## config.mk

```make
export PLATFORM = sky130hd
export DESIGN_NAME = readout_ctrl
export DESIGN_NICKNAME = d
export VERILOG_FILES = /design/src/pkg/readout_pkg.sv /design/src/pkg/gain_if.sv /design/src/hdl/gain_lookup.sv /design/src/hdl/pin_sync.sv /design/src/hdl/readout_ctrl.sv
export SDC_FILE = /design/constraint.sdc
export NUM_CORES = 1
export LEC_CHECK = 0
export CORE_MARGIN = 4
export CORE_UTILIZATION = 34
export CTS_BUF_LIST = sky130_fd_sc_hd__clkbuf_4
export CTS_CLUSTER_SIZE = 30
export DETAILED_ROUTE_END_ITERATION = 7
export DONT_BUFFER_PORTS = 1
export SYNTH_ARGS = -nofsm -noshare
export SYNTH_HDL_FRONTEND = slang
export SYNTH_SLANG_ARGS = --single-unit
```

## constraint.sdc

```tcl
create_clock -name clk -period 3.3 [get_ports clk]
set_input_delay 0 -clock clk [delete_from_list [all_inputs] [get_ports clk]]
set_output_delay 0 -clock clk [all_outputs]
set_load 0.03 [all_outputs]
```

## src/pkg/readout_pkg.sv

```systemverilog
/*
 * Constants, types and shared helpers of the readout-mode and gain block.
 * Assumes a single 25 MHz clock domain and a register port fed by the
 * two-wire serial slave, which lives outside this block.
 */
// How it works
// Column skip-by-4 and skip-by-8 bits step columns by 4 or 8; reset off.
// Row skip-by-4 and skip-by-8 bits step rows by 4 or 8; reset off.
// Snapshot bit holds capture until trigger pin or frame-restart write.
// Flash enable drives flash output while all rows integrate; off by default.
// Width clear gives one row before row-active; set spans whole integration.
// Flash override drives flash output straight to written level.
// First frame after skip or mirror change is suppressed unless output-all set.
// Column 2-of-4 skip outputs two columns then omits two.
// Row 2-of-4 skip outputs two rows then omits two.
// Row flip starts readout one row later.
// Continuous bit keeps row-active pulsing through vertical blanking.
// XOR bit outputs continuous row-active XOR frame-active.
// Row mirror reads rows bottom to top.
// Host keeps bits 2 and 8 of second mode register at one.
// Gain up to eight is (bit6 plus one) times bits 5..0 times 0.125.
// Bits 6 and 5 both set give gain 8 plus bits 2..0.
// Host uses recommended gain code ranges for low, middle, high gains.
// Four 7-bit colour gains, each resetting to unity code.
// Restart bit abandons frame, restarts at first row, then self-clears.
// Skip and mirror changes take effect 8 row times before frame-active.
// Global gain write sets all four gains; read returns green-one gain.
// Host uses read-modify-write so reserved bits keep their defaults.
package readout_pkg;

    // -------------------------------------------------------------------
    // Register offsets
    // -------------------------------------------------------------------
    localparam logic [7:0] OFS_RESTART = 8'h0B;
    localparam logic [7:0] OFS_OPT_A = 8'h1E;
    localparam logic [7:0] OFS_OPT_B = 8'h20;
    localparam logic [7:0] OFS_GAIN_G1 = 8'h2B;
    localparam logic [7:0] OFS_GAIN_B = 8'h2C;
    localparam logic [7:0] OFS_GAIN_R = 8'h2D;
    localparam logic [7:0] OFS_GAIN_G2 = 8'h2E;
    localparam logic [7:0] OFS_GAIN_ALL = 8'h35;

    // -------------------------------------------------------------------
    // Reset values
    // -------------------------------------------------------------------
    localparam logic [15:0] RST_OPT_A = 16'h8000;
    localparam logic [15:0] RST_OPT_B = 16'h1104;
    localparam logic [6:0] RST_GAIN = 7'h08;

    // -------------------------------------------------------------------
    // Field positions in the first options register
    // -------------------------------------------------------------------
    localparam int A_COL_SKIP4 = 2;
    localparam int A_ROW_SKIP4 = 3;
    localparam int A_COL_SKIP8 = 4;
    localparam int A_ROW_SKIP8 = 5;
    localparam int A_SNAPSHOT = 8;
    localparam int A_FLASH_EN = 9;
    localparam int A_FLASH_WIDE = 10;
    localparam int A_FLASH_OVR = 11;

    // -------------------------------------------------------------------
    // Field positions in the second options register
    // -------------------------------------------------------------------
    localparam int B_ALL_FRAMES = 0;
    localparam int B_COL_2OF4 = 3;
    localparam int B_ROW_2OF4 = 4;
    localparam int B_ROW_FLIP = 7;
    localparam int B_CONT_ROW = 9;
    localparam int B_ROW_XOR = 10;
    localparam int B_ROW_MIRROR = 15;

    // -------------------------------------------------------------------
    // Geometry and timing defaults
    // -------------------------------------------------------------------
    localparam int DEF_ROWS = 1024;
    localparam int DEF_COLS = 1280;
    localparam int DEF_HBLANK = 16;
    localparam int DEF_VB_ROWS = 16;
    localparam int BOUNDARY_ROWS = 8;

    // -------------------------------------------------------------------
    // Types
    // -------------------------------------------------------------------
    typedef enum logic [2:0] {
        ST_WAIT = 3'b001,
        ST_VBLANK = 3'b010,
        ST_ACTIVE = 3'b100
    } seq_state_t;

    // Next row or column index for the selected skip pattern.
    function automatic logic [11:0] step_idx(input logic [11:0] idx, input logic s8,
                                             input logic s4, input logic s24);
        logic [11:0] r;
        r = idx + 12'h001;
        if (s8) begin
            r = idx + 12'h008;
        end else if (s4) begin
            r = idx + 12'h004;
        end else if (s24 && idx[0]) begin
            r = idx + 12'h003;
        end
        return r;
    endfunction

endpackage
```

## src/pkg/gain_if.sv

```systemverilog
/*
 * Carrier between the sequencer and the gain lookup: the code of the pixel
 * about to be shown and its registered gain. Assumes one clock domain.
 */
`timescale 1ns/1ps
interface gain_if;
    logic [6:0] code;
    logic [1:0] colour;
    logic [9:0] gain;
    logic [1:0] colour_out;

    modport req (output code, output colour, input gain, input colour_out);
    modport rsp (input code, input colour, output gain, output colour_out);
endinterface

```

## src/hdl/gain_lookup.sv

```systemverilog
/*
 * Converts a 7-bit gain code to a gain in units of 0.125, registered.
 * Assumes the code is presented one cycle before the pixel it belongs to.
 */
`timescale 1ns/1ps
module gain_lookup (
    input wire logic clk, // System clock.
    input wire logic srst, // Synchronous reset, active high.
    gain_if.rsp gi // Code in, gain out.
);
    logic [9:0] gain_q, gain_d;
    logic [1:0] col_q, col_d;

    // High codes add whole steps above eight; low codes scale the mantissa.
    always_comb begin
        if (gi.code[6] && gi.code[5]) begin
            gain_d = 10'h040 + {4'h0, gi.code[2:0], 3'h0};
        end else if (gi.code[6]) begin
            gain_d = {3'h0, gi.code[5:0], 1'b0};
        end else begin
            gain_d = {4'h0, gi.code[5:0]};
        end
        col_d = gi.colour;
    end

    always_ff @(posedge clk) begin
        if (srst) begin
            gain_q <= 10'h008;
            col_q <= 2'h0;
        end else begin
            gain_q <= gain_d;
            col_q <= col_d;
        end
    end

    assign gi.gain = gain_q;
    assign gi.colour_out = col_q;
endmodule // gain_lookup

```

## src/hdl/pin_sync.sv

```systemverilog
/*
 * Two-flop synchroniser for a level from outside the clock domain.
 * Assumes the level is stable for at least two clock periods.
 */
`timescale 1ns/1ps
module pin_sync (
    input wire logic clk, // System clock.
    input wire logic srst, // Synchronous reset, active high.
    input wire logic pin, // Asynchronous level.
    output logic level // Synchronised level.
);
    logic meta_q, meta_d;
    logic sync_q, sync_d;

    // The second flop alone reads the first one.
    always_comb begin
        meta_d = pin;
        sync_d = meta_q;
    end

    always_ff @(posedge clk) begin
        if (srst) begin
            meta_q <= 1'b0;
            sync_q <= 1'b0;
        end else begin
            meta_q <= meta_d;
            sync_q <= sync_d;
        end
    end

    assign level = sync_q;
endmodule // pin_sync

```

## src/hdl/readout_ctrl.sv

```systemverilog
/*
 * Readout sequencer with skip, flip, mirror, snapshot, flash and per-colour
 * gain registers. Assumes the serial slave presents one register access a
 * cycle on the reg_* port and that the trigger pin is asynchronous.
 */
`timescale 1ns/1ps
module readout_ctrl import readout_pkg::*; #(
    parameter int ROWS = DEF_ROWS,
    parameter int COLS = DEF_COLS,
    parameter int HBLANK = DEF_HBLANK,
    parameter int VB_ROWS = DEF_VB_ROWS
) (
    input wire logic clk, // System clock, 25 MHz.
    input wire logic srst, // Synchronous reset, active high.
    input wire logic [7:0] reg_addr, // Register offset.
    input wire logic [15:0] reg_wdata, // Write data.
    input wire logic reg_wr, // Write strobe, one cycle.
    output logic [15:0] reg_rdata, // Read data of reg_addr, one cycle later.
    input wire logic trigger_pin, // Snapshot trigger, asynchronous.
    output logic frame_active, // Frame-active output.
    output logic row_active, // Row-active output.
    output logic pix_valid, // Pixel shown this cycle.
    output logic [11:0] row_addr, // Physical row of the pixel.
    output logic [11:0] col_addr, // Physical column of the pixel.
    output logic [1:0] pix_colour, // 0 green-one, 1 red, 2 blue, 3 green-two.
    output logic [9:0] pix_gain, // Gain of the pixel in eighths.
    output logic flash // Flash pulse output.
);
    localparam logic [11:0] ROWS_C = 12'(ROWS);
    localparam logic [11:0] COLS_C = 12'(COLS);
    localparam logic [11:0] HB_LAST = 12'(HBLANK - 1);
    localparam logic [11:0] VB_LAST = 12'(VB_ROWS - 1);
    localparam logic [11:0] VB_BOUND = 12'(VB_ROWS - BOUNDARY_ROWS - 1);

    // ---------------------------------------------------------------
    // Register file
    // ---------------------------------------------------------------
    logic [15:0] opt_a_q, opt_a_d, opt_b_q, opt_b_d, rdata_q, rdata_d;
    logic [6:0] gain_q [4];
    logic [6:0] gain_d [4];
    logic restart_q, restart_d;
    logic wr_restart;

    // Writes store the value; the restart bit lives for one cycle only.
    always_comb begin
        opt_a_d = opt_a_q;
        opt_b_d = opt_b_q;
        gain_d = gain_q;
        wr_restart = reg_wr && reg_addr == OFS_RESTART && reg_wdata[0];
        restart_d = wr_restart;
        if (reg_wr) begin
            case (reg_addr)
                OFS_OPT_A: opt_a_d = reg_wdata;
                OFS_OPT_B: opt_b_d = reg_wdata;
                OFS_GAIN_G1: gain_d[0] = reg_wdata[6:0];
                OFS_GAIN_B: gain_d[1] = reg_wdata[6:0];
                OFS_GAIN_R: gain_d[2] = reg_wdata[6:0];
                OFS_GAIN_G2: gain_d[3] = reg_wdata[6:0];
                OFS_GAIN_ALL: begin
                    for (int i = 0; i < 4; i++) begin
                        gain_d[i] = reg_wdata[6:0];
                    end
                end
                default: ;
            endcase
        end
        case (reg_addr)
            OFS_RESTART: rdata_d = {15'h0000, restart_q};
            OFS_OPT_A: rdata_d = opt_a_q;
            OFS_OPT_B: rdata_d = opt_b_q;
            OFS_GAIN_G1, OFS_GAIN_ALL: rdata_d = {9'h000, gain_q[0]};
            OFS_GAIN_B: rdata_d = {9'h000, gain_q[1]};
            OFS_GAIN_R: rdata_d = {9'h000, gain_q[2]};
            OFS_GAIN_G2: rdata_d = {9'h000, gain_q[3]};
            default: rdata_d = 16'h0000;
        endcase
    end

    always_ff @(posedge clk) begin
        if (srst) begin
            opt_a_q <= RST_OPT_A;
            opt_b_q <= RST_OPT_B;
            gain_q <= '{RST_GAIN, RST_GAIN, RST_GAIN, RST_GAIN};
            restart_q <= 1'b0;
            rdata_q <= 16'h0000;
        end else begin
            opt_a_q <= opt_a_d;
            opt_b_q <= opt_b_d;
            gain_q <= gain_d;
            restart_q <= restart_d;
            rdata_q <= rdata_d;
        end
    end

    assign reg_rdata = rdata_q;

    // ---------------------------------------------------------------
    // Trigger pin
    // ---------------------------------------------------------------
    logic trig_lvl, trig_old_q, trig_old_d, trig_rise;

    pin_sync u_trig_sync (
        .clk(clk),
        .srst(srst),
        .pin(trigger_pin),
        .level(trig_lvl)
    );

    // A rising edge of the synchronised level counts as one trigger.
    always_comb begin
        trig_old_d = trig_lvl;
        trig_rise = trig_lvl && !trig_old_q;
    end

    always_ff @(posedge clk) begin
        if (srst) begin
            trig_old_q <= 1'b0;
        end else begin
            trig_old_q <= trig_old_d;
        end
    end

    // ---------------------------------------------------------------
    // Frame sequencer
    // ---------------------------------------------------------------
    seq_state_t state_q, state_d;
    logic data_q, data_d; // Data phase of the line.
    logic [11:0] idx_q, idx_d, hb_q, hb_d, row_q, row_d, col_next, row_next;
    logic [15:0] sh_a_q, sh_a_d, sh_b_q, sh_b_d;
    logic bad_q, bad_d, pend_q, pend_d;
    logic line_end, boundary, changed;

    // Lines run in every state so row-active can pulse during blanking.
    always_comb begin
        state_d = state_q;
        data_d = data_q;
        idx_d = idx_q;
        hb_d = hb_q;
        row_d = row_q;
        sh_a_d = sh_a_q;
        sh_b_d = sh_b_q;
        bad_d = bad_q;
        pend_d = pend_q;
        col_next = step_idx(idx_q, sh_a_q[A_COL_SKIP8], sh_a_q[A_COL_SKIP4],
                            sh_b_q[B_COL_2OF4]);
        row_next = step_idx(row_q, sh_a_q[A_ROW_SKIP8], sh_a_q[A_ROW_SKIP4],
                            sh_b_q[B_ROW_2OF4]);
        line_end = !data_q && hb_q == HB_LAST;
        boundary = state_q == ST_VBLANK && line_end && row_q == VB_BOUND;
        changed = sh_a_q[5:2] != opt_a_q[5:2]
            || {sh_b_q[B_ROW_MIRROR], sh_b_q[B_ROW_FLIP], sh_b_q[4:3]}
            != {opt_b_q[B_ROW_MIRROR], opt_b_q[B_ROW_FLIP], opt_b_q[4:3]};
        if (data_q) begin
            idx_d = col_next;
            if (col_next >= COLS_C) begin
                data_d = 1'b0;
                hb_d = 12'h000;
            end
        end else if (line_end) begin
            data_d = 1'b1;
            idx_d = 12'h000;
        end else begin
            hb_d = hb_q + 12'h001;
        end
        if (boundary) begin
            sh_a_d = opt_a_q;
            sh_b_d = opt_b_q;
            bad_d = pend_q || changed;
            pend_d = 1'b0;
        end
        case (state_q)
            ST_WAIT: begin
                if (trig_rise) begin
                    state_d = ST_VBLANK;
                    row_d = 12'h000;
                end
            end
            ST_VBLANK: begin
                if (line_end) begin
                    row_d = row_q + 12'h001;
                    if (row_q == VB_LAST) begin
                        state_d = ST_ACTIVE;
                        row_d = {11'h000, sh_b_q[B_ROW_FLIP]};
                    end
                end
            end
            ST_ACTIVE: begin
                if (line_end) begin
                    row_d = row_next;
                    if (row_next >= ROWS_C) begin
                        row_d = 12'h000;
                        state_d = opt_a_q[A_SNAPSHOT] ? ST_WAIT : ST_VBLANK;
                    end
                end
            end
            default: state_d = ST_WAIT;
        endcase
        if (restart_q) begin
            state_d = ST_VBLANK;
            row_d = 12'h000;
            data_d = 1'b1;
            idx_d = 12'h000;
            pend_d = 1'b1;
        end
    end

    always_ff @(posedge clk) begin
        if (srst) begin
            state_q <= ST_VBLANK;
            data_q <= 1'b1;
            idx_q <= 12'h000;
            hb_q <= 12'h000;
            row_q <= 12'h000;
            sh_a_q <= RST_OPT_A;
            sh_b_q <= RST_OPT_B;
            bad_q <= 1'b0;
            pend_q <= 1'b0;
        end else begin
            state_q <= state_d;
            data_q <= data_d;
            idx_q <= idx_d;
            hb_q <= hb_d;
            row_q <= row_d;
            sh_a_q <= sh_a_d;
            sh_b_q <= sh_b_d;
            bad_q <= bad_d;
            pend_q <= pend_d;
        end
    end

    // ---------------------------------------------------------------
    // Output shaping
    // ---------------------------------------------------------------
    logic fa_q, fa_d, ra_q, ra_d, pv_q, pv_d, fl_q, fl_d, fl_win;
    logic [11:0] raddr_q, raddr_d, caddr_q, caddr_d;
    gain_if gbus ();

    // Frame-active is hidden for a bad frame unless output-all is set; row-active follows its mode.
    always_comb begin
        fa_d = state_q == ST_ACTIVE && (!bad_q || sh_b_q[B_ALL_FRAMES]);
        if (opt_b_q[B_ROW_XOR]) begin
            ra_d = data_q ^ fa_d;
        end else if (opt_b_q[B_CONT_ROW]) begin
            ra_d = data_q;
        end else begin
            ra_d = data_q && fa_d;
        end
        pv_d = data_q && fa_d;
        raddr_d = sh_b_q[B_ROW_MIRROR] ? ROWS_C - 12'h001 - row_q : row_q;
        caddr_d = idx_q;
        fl_win = state_q == ST_VBLANK
            && (opt_a_q[A_FLASH_WIDE] || row_q == VB_LAST);
        fl_d = opt_a_q[A_FLASH_OVR] || (opt_a_q[A_FLASH_EN] && fl_win);
        gbus.colour = {raddr_d[0], caddr_d[0]};
        case (gbus.colour)
            2'h0: gbus.code = gain_q[0];
            2'h1: gbus.code = gain_q[2];
            2'h2: gbus.code = gain_q[1];
            default: gbus.code = gain_q[3];
        endcase
    end

    always_ff @(posedge clk) begin
        if (srst) begin
            fa_q <= 1'b0;
            ra_q <= 1'b0;
            pv_q <= 1'b0;
            fl_q <= 1'b0;
            raddr_q <= 12'h000;
            caddr_q <= 12'h000;
        end else begin
            fa_q <= fa_d;
            ra_q <= ra_d;
            pv_q <= pv_d;
            fl_q <= fl_d;
            raddr_q <= raddr_d;
            caddr_q <= caddr_d;
        end
    end

    gain_lookup u_gain (
        .clk(clk),
        .srst(srst),
        .gi(gbus)
    );

    assign frame_active = fa_q;
    assign row_active = ra_q;
    assign pix_valid = pv_q;
    assign row_addr = raddr_q;
    assign col_addr = caddr_q;
    assign pix_colour = gbus.colour_out;
    assign pix_gain = gbus.gain;
    assign flash = fl_q;
endmodule // readout_ctrl

```

=== Word-level counts from Yosys, hierarchy flattened ===
Cells that the tools add are included.
W data, S select, Z words.

* Bits of input ports: 28
* Logic and storage cells: 142
* Flip-flop bits (word level): 184
* Output and inout port bits: 56

* Eq/ne operators: 25
* Mux-type cells: 36
* Reductions and logical operators: 39
* Bitwise gates (word level): 1
* Order comparisons: 2
* Add/sub/neg operators: 11

{| class="wikitable"
|+ Operators by type and width
! kind !! number
|-
| $mux W12 || 17
|-
| $pmux W16 S7 || 1
|-
| $eq A8 B6 Y1 const B || 6
|-
| $add A12 B1 Y12 const B || 3
|-
| $pmux W12 S3 || 1
|-
| $add A12 B2 Y12 const B || 2
|-
| $add A12 B3 Y12 const B || 2
|-
| $add A12 B4 Y12 const B || 2
|-
| $eq A12 B4 Y1 const B || 2
|-
| $ge A12 B11 Y1 const B || 2
|-
| $pmux W7 S3 || 1
|-
| $mux W3 || 5
|-
| $reduce_and A2 Y1 || 7
|-
| $logic_and A1 B1 Y1 || 13
|-
| $eq A12 B3 Y1 const B || 1
|-
| $sub A10 B12 Y12 const A || 1
|-
| $mux W10 || 1
|-
| $ne A2 B2 Y1 const B || 5
|-
| $reduce_or A2 Y1 || 5
|-
| $pmux W3 S3 || 1
|-
| $add A7 B6 Y8 const A || 1
|-
| $eq A8 B4 Y1 const B || 1
|-
| $eq A8 B5 Y1 const B || 1
|-
| $ne A4 B4 Y1 || 2
|-
| 17 further kinds || 31
|}

=== Longest topological paths before layout ===
Gate-level depths: netlist of run 1.

* Word-level depth: 8
* Mapped depth: 11
* Depth with buffers taken out: 9

=== Modules after synthesis ===
Synthesis of run 1 repeated with hierarchy kept, for this count alone.

* Cell total of the unflattened synthesis: 933
* Area total of the unflattened synthesis: 7797.5 sq um

{| class="wikitable"
|+ By module, submodules not included
! module !! area each (sq um) !! sequential area each (sq um) !! instances !! cells an instance
|-
| readout_ctrl || 7402.1 || 3143.0 || 1 || 894
|-
| gain_lookup || 342.8 || 180.2 || 1 || 35
|-
| pin_sync || 52.6 || 40.0 || 1 || 4
|}

=== Worst setup path after synthesis of run 1 ===
No wires, ideal clock.

* Path kind: reg2reg
* From: reg idx_q[0], in the netlist caddr_d[0]
* To: reg hb_q[4]
* Slack: 0.547 ns
* Stages on the path, launching flop included: 10
* Path buffers: 1
* Library setup time: 0.132 ns
* Arrival: 2.621 ns
* Period minus slack after synthesis: 2.753 ns
* Required time: 3.168 ns
* Cells stage by stage: dfxtp_1 buf_1 and2_1 ha_1 a2111oi_2 nor3_1 o41a_1 and2_1 o21ai_0 a21oi_1

* Cells in the longest elaborated chain, start to end: 7
* Elaborated cells on any way between the ends: 11
* Those cells by class: add/sub (4); order compare (1); eq/ne (1); mux (3); reduce/logical (2)

{| class="wikitable"
|+ RTL lines
! item !! RTL line !! RTL
|-
| from (decl) || readout_ctrl.sv:128 || <nowiki>logic [11:0] idx_q, idx_d, hb_q, hb_d, row_q, row_d, col_next, row_next;</nowiki>
|-
| from (signal assigned) || readout_ctrl.sv:221 || <nowiki>idx_q <= idx_d;</nowiki>
|-
| $add A12 B1 Y12, or another cell as far along || readout_pkg.sv:95 || <nowiki>r = idx + 12'h001;</nowiki>
|-
| $mux W12 || readout_pkg.sv:100 || <nowiki>end else if (s24 && idx[0]) begin</nowiki>
|-
| $mux W12 || readout_pkg.sv:98 || <nowiki>end else if (s4) begin</nowiki>
|-
| $mux W12 * || readout_pkg.sv:96 || <nowiki>if (s8) begin</nowiki>
|-
| $ge A12 B11 Y1 * || readout_ctrl.sv:155 || <nowiki>if (col_next >= COLS_C) begin</nowiki>
|-
| $ne A2 B1 Y1 (no source line) * || -- ||
|-
| $reduce_and A2 Y1 (no source line) * || -- ||
|-
| to (signal assigned) || readout_ctrl.sv:212 || <nowiki>hb_q <= 12'h000;</nowiki>
|-
| to (signal assigned) || readout_ctrl.sv:222 || <nowiki>hb_q <= hb_d;</nowiki>
|-
| to (decl) || readout_ctrl.sv:128 ||
|}

Mark *: on every way between the ends. The rest lies on a longest branch, timed or not.
A chain may end at the register's enable or synchronous reset.

=== Final worst setup path of run 1 ===
* From: reg row_q[0]
* To: reg row_q[6]

* Cells in the longest elaborated chain, start to end: 8
* Elaborated cells on any way between the ends: 15
* Those cells by class: add/sub (4); order compare (1); eq/ne (1); mux (8); reduce/logical (1)

{| class="wikitable"
|+ RTL lines
! item !! RTL line !! RTL
|-
| from (decl) || readout_ctrl.sv:128 ||
|-
| from (signal assigned) || readout_ctrl.sv:223 || <nowiki>row_q <= row_d;</nowiki>
|-
| $add A12 B1 Y12, or another cell as far along || readout_pkg.sv:95, readout_ctrl.sv:180 ||
|-
| $mux W12 || readout_pkg.sv:100 ||
|-
| $mux W12 || readout_pkg.sv:98 ||
|-
| $mux W12 || readout_pkg.sv:96 ||
|-
| $ge A12 B11 Y1 || readout_ctrl.sv:190 || <nowiki>if (row_next >= ROWS_C) begin</nowiki>
|-
| $mux W12 || readout_ctrl.sv:190 ||
|-
| $mux W12 || readout_ctrl.sv:188 || <nowiki>if (line_end) begin</nowiki>
|-
| $pmux W12 S3 * || readout_ctrl.sv:171 || <nowiki>case (state_q)</nowiki>
|}

Mark *: on every way between the ends. The rest lies on a longest branch, timed or not. The select of a mux whose other input is x is not followed.

==> reports/metrics.yaml, run 1 <==
outcome: "finished clean"
grt_pass1_vias: 6398
cts_resized: 0
period_needed_ns: 2.81
drt_wl_total_um: 21600
cp_slowest_cell: "dfxtp_1"
met2_length_um: 9690
core_um2: 22800
peakVddDrop_mv: 0.336
ys.warnings.count: 0
p_sw_mw: 0.909
r2r-start: "row_q[0]"
cts_setup_buffers: 0
wl_met3_um: 1370
worstSetupStartpointType: "register"
syn_area_um2: 7990
final_hold_viol_count: 0
reg2reg_to: "row_q[6]"
drc: 0
highest_layer: "met4"
synth-seq-area-share: 0.416
start_util: 0.350
clockRootBuffer: "clkbuf_4"
syn-instance-count: 970
period_share: 0.851
place_inst: 1228
vias_per_cell: 5.29
portBuffers: 0
slew_headroom: 0.353
setup_viol: 0
hpwlAfterDp_um: 14700
place_congestion: 0.903
critPathMaxStageDelay_ns: 0.68
syn2layout_area_growth_pct: 10.1
hold_class: "input port to register"
synth.avg_cell_area_um2: 8.23
die-area_um2: 26000
dieHeight_um: 161
synth_enable_flop_cells: 0
grt_max_degree: 122
crit_buf_inv: 0
grt_pass1_wl_um: 35300
rows: 55
netSwitchingFraction: 0.262
wl_met1_um: 10300
cp.depth: 8
critPathMaxFanout: 13
antenna_found_initial: 2
worstSetupPathType: "register to register"
worstRegToRegCells: 8
slew_violations: 0
synth-seq-cells: 166
final_cells: 1294
die_x_um: 161
cts_tree: "yes"
rsz0062_at_grt: "false"
yosysTopAreaCellShare: 0.416
endpoint_kind: "register"
combPwrFrac: 0.060
yosys-top-cells-area: "dfxtp_1, nand2_1, a21oi_1, nor2_1, mux2i_1"
final.setup.tns_ns: 0
internal-power_mw: 2.56
clk_latency_ns: 0.56
seqPwrFrac: 0.589
drive_gt1_frac: 0.0725
synthDistinctLibCells: 72
tightest_slew_ns: 0.964
drtIter0Drc: 636
clkPwrFrac: 0.351
globalRoute.totalOverflow: 0
htree_levels: 4
grt_usage: 0.167
clock-sinks: 166
crit_family: "compound AO/OA/AOI/OAI gates"
fin_skew_ns: 0.0218
startpoint: "row_q[0]"
async_flop_share: 0
n_fill_cell: 2385
synth_top_area_cell: "dfxtp_1"
wire_per_inst_um: 16.7
fmax_ghz: 0.356
p_per_area_nw_per_um2: 395
cap_violations: 0
ys.flop_type: "dfxtp_1"
crit_chain: "ha_1, a21oi_1, o21bai_1, a31oi_1, a2bb2oi_1, and2_1, nand2_1, o21ai_0"
first_pass_iters: 5
cts_made_buffers: 17
p_leak_nw: 3.16
r2r_setup_slack_ns: 0.49
path_clk_slew_ns: 0.14
required_ns: 3.78
clockBufferDepth: 2
io_pins: 84
vias: 6851
postRouteAntennaNets: 0
fin_hold_ws_ns: 0.0479
endpoint: "row_q[6]"
final_nets: 1007
arrival_ns: 3.29
## logic make-up (layout without fill, tap and decap cells)
logic type      Yosys count  after routing  synth area share
compound gates          220            220             0.174
xor+xnor                 26             26            0.0309
fa+ha+maj                13             13            0.0213
buf+inv                  82             89            0.0459
flops                   166            166             0.416
mux                      45             45            0.0664
other cells               1              5          0.000470
simple gates            417            417             0.245
## power by group through the flow
| stage | logic [mW] | registers (mW) | clock network (mW) |
|---|---|---|---|
| after floorplan | 0.138 | 2.09 | 0 |
| after global placement | 0.138 | 2.09 | 0 |
| after global routing | 0.233 | 2.05 | 1.34 |
| after CTS | 0.210 | 2.05 | 1.25 |
| final | 0.209 | 2.05 | 1.22 |
| after detailed placement | 0.139 | 2.09 | 0 |
## synth_stat cells (6+ instances only)
cell,n
nor3b_1,7
xnor2_1,17
inv_1,12
a21o_1,6
mux2i_1,35
mux4_2,6
a31oi_1,10
nand2_1,145
a21oi_1,91
o21ai_0,31
a22oi_1,26
a311oi_1,6
buf_4,10
nor2b_1,19
and3_1,12
o211ai_1,6
nand4_1,10
dfxtp_1,166
buf_2,11
and2_1,7
nor3_1,21
clkbuf_1,43
xor2_1,8
nand2b_1,14
nor4_1,10
ha_1,12
nand3_1,34
nor2_1,110
## state kept, by name, summed over array words and instances, names as in the netlist, 3 cells and up
register and flops:
reg_rdata 16, opt_b_q 16, hb_q 12, row_addr 12
caddr_d 12, sh_b_q 5, opt_a_q 16, sh_a_q 4
col_addr 12, u_gain.gi.gain 7, row_q 12, gain_q 28
state_q 3
## repair_timing
item | CTS | global route
endpoints found under the setup margin | 0 | 0
hold buffers | 32 | 0
hold endpoints to repair | 164 | 0
## routing by layer
layer,up-vias,GRT usage
met5,-,0
met4,0,0.0376
met3,26,0.0408
met1,3209,0.242
li1,3396,-
met2,220,0.252
## worst register-to-register path: stages (launching register included)
cell and delay, ns:
dfxtp_1 0.68, ha_1 0.36, a21oi_1 0.10, o21bai_1 0.32
a31oi_1 0.13, a2bb2oi_1 0.39, and2_1 0.33, nand2_1 0.19
o21ai_0 0.23
## how the worst min path moves through the flow
stage,from,to,slack [ns],cells after the start
floorplan,reg_wdata[15],opt_a_q[15],0.12,2
global placement,srst,row_addr[11],0.09,1
detailed placement,srst,row_addr[1],0.09,1
CTS,reg_addr[5],gain_q[23],0.0009,5
global route,reg_addr[1],reg_rdata[9],0.01,6
finish,reg_addr[1],reg_rdata[13],0.05,6
## area by class of cell
| class | count | area, µm² | share of cell area |
|---|---|---|---|
| diodes | 2 | 5.00 | 0.000569 |
| clock buffers | 18 | 135 | 0.0154 |
| clock inverters | 14 | 149 | 0.0169 |
| inverters | 12 | 45.0 | 0.00512 |
| multi-input cells | 724 | 4310 | 0.490 |
| flip-flops and latches | 166 | 3320 | 0.378 |
| well taps | 313 | 392 | 0.0445 |
| repair buffers | 45 | 435 | 0.0495 |
## placed cells by master, fill, tap and decap left out, types with 18 or more instances in the layout
master         count
a21oi_1           91
a22oi_1           26
clkbuf_4          18
dfxtp_1          166
dlygate4sd3_1     31
mux2i_1           35
nand2_1          145
nand3_1           34
nor2_1           110
nor2b_1           19
nor3_1            20
o21ai_0           31
## per-stage QoR
| stage | area [µm²] | setup slack, ns | util | power [mW] |
|---|---|---|---|---|
| after floorplan | 7990 | 0.547 | - | 2.22 |
| after global placement | 8170 | 0.614 | 0.357 | 2.23 |
| after detailed placement | 8170 | 0.572 | 0.357 | 2.23 |
| after CTS | 8790 | 0.533 | 0.385 | 3.51 |
| after global routing | 8790 | 0.236 | 0.385 | 3.63 |
| final | 8790 | 0.492 | 0.385 | 3.47 |
No activity file was read; power rests on OpenSTA's default activity.
==> inputs of run 2 (changes only) <==
CELL_PAD_IN_SITES_DETAIL_PLACEMENT = 1   (was unset)
CELL_PAD_IN_SITES_GLOBAL_PLACEMENT = 2   (was unset)
PLACE_DENSITY_LB_ADDON = 0.1   (was unset)
clock period = 2.4 ns   (was 3.3 ns; I/O delays follow)
==> run 2 against run 1 <==
Net effect:
- final cell count increased by 7.7%
- sequential share of layout area is 3.7 points lower
- global-route usage grew 4.4 points
- clock skew up 0.020 ns
- non-clock buffer count grew 101
- first-iteration DRC count down 36%
- combinational power increased by 67%
- critical path type unchanged
- fmax rose by 20%
- critical endpoint is now row_q[1]
- flip-flop and latch count is the same
- clock power grew 38%
- sequential power up 37%
==> reports/metrics.yaml, run 2 (same netlist as run 1, synthesis figures left out) <==
final_nets: 1108
place_congestion: 0.889
postRouteAntennaNets: 0
drt_wl_total_um: 27200
critPathMaxFanout: 4
tightest_slew_ns: 0.989
rsz0062_at_grt: "true"
internal-power_mw: 3.40
clockRootBuffer: "clkbuf_4"
cts_made_buffers: 17
drive_gt1_frac: 0.174
combPwrFrac: 0.072
critPathMostFrequentCell: "buf_4"
antenna_found_initial: 1
io_pins: 84
p_sw_mw: 1.45
clockBufferDepth: 2
cp_slowest_cell: "or4b_4"
postPlaceCellArea_um2: 8740
final.setup.tns_ns: 0
die-area_um2: 26000
grt_pass1_vias: 8068
crit_chain: "buf_4, and4_4, nand4_1, or4b_4, a31oi_4, buf_4, nand3_1, o32ai_2, a211o_1"
start_util: 0.350
p_per_area_nw_per_um2: 495
arrival_ns: 2.87
peakVddDrop_mv: 0.274
endpoint_kind: "register"
clkPwrFrac: 0.347
layout_common_cells: "dfxtp_1, nand2_1, nor2_1, buf_4, a21oi_1"
grt_max_degree: 122
globalRoute.totalOverflow: 0
clk_latency_ns: 0.59
mostFrequentLayoutCell: "dfxtp_1"
hpwlAfterDp_um: 19400
wire_per_inst_um: 19.5
syn2layout_area_growth_pct: 22.6
drtIter0Drc: 410
drc: 0
clock-sinks: 166
rows: 55
slew_violations: 0
hold_class: "input port to register"
worstSetupPathType: "register to register"
regMostFlops: "gain_q"
vias_per_cell: 5.43
cap_violations: 0
fin_hold_ws_ns: 0.0305
grt_pass1_wl_um: 43900
outcome: "finished clean"
netSwitchingFraction: 0.298
core_um2: 22800
slew_headroom: 0.336
place_inst: 1301
vias: 7571
cts_tree: "yes"
largest_reg_flops: 28
htree_levels: 4
grt_usage: 0.211
final_hold_viol_count: 0
setup_viol: 0
critPathMaxStageDelay_ns: 0.54
period_needed_ns: 2.34
place_ws_ns: -0.0892
fin_skew_ns: 0.0422
required_ns: 2.93
fmax_ghz: 0.427
period_share: 0.975
path_clk_slew_ns: 0.16
seqPwrFrac: 0.581
first_pass_iters: 5
final_area_um2: 9790
portBuffers: 0
p_leak_nw: 3.74
die_x_um: 161
worstSetupStartpointType: "register"
finalWorstSetupSlack_ns: 0.0593
dieHeight_um: 161
final_cells: 1394
## run 2: cell count changes in the layout (fill, tap and decap cells not counted), sizes merged
cell          delta
dlymetal6s4s     +1
clkbuf           -1
clkinvlp         -2
diode            -1
dlygate4sd3     +19
bufinv           -2
buf             +81
inv              +5
## run 2: routing by layer
layer | global-route usage | up-vias | wire length [µm]
met3 | 0.0416 | 56 | 971
li1 | - | 3595 | -
met1 | 0.263 | 3751 | 12000
met4 | 0.0752 | 0 | 815
met5 | 0 | - | 0
met2 | 0.363 | 169 | 13300
## run 2: final timing paths
check                       to               start  slack [ns]  cells after the start
max                   row_q[1]            row_q[4]        0.06                      9
min              reg_rdata[13]         reg_addr[1]        0.03                      6
max reg2reg           row_q[1]            row_q[4]        0.06                      9
min reg2reg  u_trig_sync.level  u_trig_sync.meta_q        0.47                      1
## run 2: power groups by stage
stage                     combinational [mW]  sequential [mW]  clock, mW
after floorplan                        0.195             2.87          0
final                                  0.350             2.81       1.68
after global placement                 0.216             2.87          0
after CTS                              0.335             2.82       1.75
after global routing                   0.382             2.82       1.87
after detailed placement               0.224             2.87          0
## run 2: layout make-up
| class | instances | area, µm² |
|---|---|---|
| well taps | 313 | 392 |
| diodes | 1 | 2.50 |
| clock inverters | 15 | 154 |
| inverters | 12 | 45.0 |
| repair buffers | 146 | 1270 |
| fillers | 2766 | 13100 |
| clock buffers | 17 | 128 |
| flip-flops and latches | 166 | 3340 |
| multi-input cells | 724 | 4470 |
## run 2: metrics by stage
step / total power [mW] / util
after global placement: 3.09 / 0.383
after floorplan: 3.06 / -
final: 4.85 / 0.429
after global routing: 5.07 / 0.429
after CTS: 4.90 / 0.420
after detailed placement: 3.10 / 0.383
## run 2: timing repair
item / 4_1_cts / 5_1_grt
pin swaps: 1 / 10
gates cloned: 0 / 0
gates resized for setup: 10 / 38
endpoints found under the hold margin: 165 / 1
hold buffers: 51 / 1
buffers inserted: 2 / 6
endpoints found under the setup margin: 27 / 41
## run 2: critical path, delay by kind of cell (launching register included)
family                 cells  cell delay, ns
buffers and inverters      2            0.29
DFF                        1            0.37
and+or+nand+nor            4            0.97
AOI/OAI and AO/OA          3            0.66
==> inputs of run 3 (changes only) <==
clock period = 2.07 ns   (was 2.4 ns; I/O delays follow)
==> run 3 against run 2 <==
Net effect:
- die area is the same
- total power up 20%
- clock power grew 30%
- largest cell class unchanged
- critical endpoint is now hb_q[9]
- the run now ends with negative setup slack left
- register-to-register slack lost 0.25 ns
==> reports/metrics.yaml, run 3 (same netlist as run 1, synthesis figures left out) <==
start_util: 0.350
arrival_ns: 2.77
worstSetupPathType: "register to register"
internal-power_mw: 4.09
setup_viol: 24
grt_usage: 0.226
p_total_mw: 5.83
io_pins: 84
final_nets: 1251
postRouteAntennaNets: 0
p_leak_nw: 4.69
startpoint: "sh_b_q[3]"
clkPwrFrac: 0.374
core_um2: 22800
clockRootBuffer: "clkbuf_4"
drive_gt1_frac: 0.248
place_congestion: 0.902
highest_layer: "met4"
endpoint_kind: "register"
grt_pass1_vias: 8756
wl_met1_um: 13200
met2_length_um: 15500
place_ws_ns: -0.315
outcome: "complete, but fails checks"
p_per_area_nw_per_um2: 507
hpwlAfterDp_um: 20300
peakVddDrop_mv: 0.340
crit_chain: "and2_4, ha_4, a2111oi_4, buf_4, nor4_2, o311ai_2, and2_4, nor2_1, nor3_1"
clock-sinks: 166
htree_levels: 4
cp_slowest_cell: "dfxtp_2"
critPathMaxStageDelay_ns: 0.36
die_x_um: 161
final_hold_viol_count: 0
rows: 55
grt_max_degree: 122
largest_reg_flops: 28
cts_made_buffers: 17
globalRoute.totalOverflow: 0
critPathMostFrequentCell: "and2_4"
mostFrequentLayoutCell: "dfxtp_1"
wire_per_inst_um: 20.0
seqPwrFrac: 0.560
vias_per_cell: 5.34
cap_violations: 0
place_inst: 1354
tightest_slew_ns: 1.05
antenna_found_initial: 1
slew_headroom: 0.292
wl_met3_um: 1420
clk_latency_ns: 0.60
combPwrFrac: 0.066
grt_pass1_wl_um: 47300
drc: 0
period_needed_ns: 2.26
portBuffers: 0
vias: 8205
final_cells: 1537
drtIter0Drc: 429
r2r-start: "sh_b_q[3]"
fin_skew_ns: 0.0251
dieHeight_um: 161
cts_tree: "yes"
worstSetupStartpointType: "register"
p_sw_mw: 1.74
finalWorstSetupSlack_ns: -0.191
syn2layout_area_growth_pct: 44.1
critPathMaxFanout: 6
hold_class: "input port to register"
violations: "negative setup slack"
slew_violations: 0
fmax_ghz: 0.442
die-area_um2: 26000
first_pass_iters: 5
clockBufferDepth: 2
hold_path.startpoint: "reg_addr[0]"
drt_wl_total_um: 30700
rsz0062_at_grt: "true"
required_ns: 2.58
regMostFlops: "gain_q"
path_clk_slew_ns: 0.17
layout_common_cells: "dfxtp_1, buf_4, nand2_1, dlygate4sd3_1, nor2_1"
netSwitchingFraction: 0.298
period_share: 1.09
run 3: changes by cell type in the layout (fill, tap and decap cells not counted), moves of 5 or more:
cell / delta
a21oi_1: -5
buf_12: +5
buf_4: +52
buf_6: +6
dfxtp_1: -6
dfxtp_2: +5
dlygate4sd3_1: +81
nand2_1: -5
nand3_1: -5
nor2_1: -5
nor2_2: +5
o21ai_0: -6
run 3: path summary, 6_finish.rpt:
| path | end | depth (start not counted) | slack, ns |
|---|---|---|---|
| min | reg_rdata[0] | 6 | 0.003 |
| max reg2reg | hb_q[9] | 9 | -0.19 |
| max | hb_q[9] | 9 | -0.19 |
| min reg2reg | sh_b_q[0] | 2 | 0.50 |
run 3: layout make-up:
| type | instances | area, µm² |
|---|---|---|
| clock inverter | 15 | 205 |
| tap | 313 | 392 |
| antenna | 1 | 2.50 |
| clock buffer | 17 | 128 |
| sequential | 166 | 3350 |
| multi-input combinational | 724 | 4780 |
| timing repair buffer | 289 | 2610 |
| inverter | 12 | 45.0 |
| fill | 2717 | 11300 |
run 3: through the flow:
stage | cell area, µm² | TNS (ns) | util | hold slack (ns)
2_1_floorplan | 8170 | -0.757 | - | 0.121
3_3_place_gp | 9290 | -1.52 | 0.407 | 0.0826
3_5_place_dp | 9290 | -4.08 | 0.407 | 0.0878
4_1_cts | 11100 | -3.11 | 0.487 | -0.573
5_1_grt | 11500 | -5.65 | 0.504 | 0.00453
6_report | 11500 | -2.99 | 0.504 | 0.00349
run 3: power by group through the flow:
stage	clock network, mW	logic [mW]	registers (mW)
CTS	2.23	0.333	3.26
floorplan	0	0.237	3.33
global placement	0	0.260	3.33
global route	2.38	0.420	3.27
detailed placement	0	0.271	3.34
finish	2.18	0.385	3.26
run 3: what timing repair did:
item | 4_1_cts | 5_1_grt
buffers inserted | 9 | 8
pin swaps | 20 | 24
resized for setup | 46 | 50
endpoints found under the setup margin | 39 | 58
hold buffers | 125 | 10
hold endpoints to repair | 164 | 56
run 3: critical path: cells and delay by family (launching register included):
family / cells / cell delay (ns)
AO/OA/AOI/OAI: 2 / 0.72
adder cells (fa/ha/maj): 1 / 0.23
buffers and inverters: 1 / 0.20
flip-flops: 1 / 0.36
AND/OR/NAND/NOR: 5 / 0.71
run 3: per-layer routing:
metal,global-route usage,up-vias
met4,0.0690,0
met5,0,-
met3,0.0513,36
met2,0.402,175
met1,0.272,4110
li1,-,3884
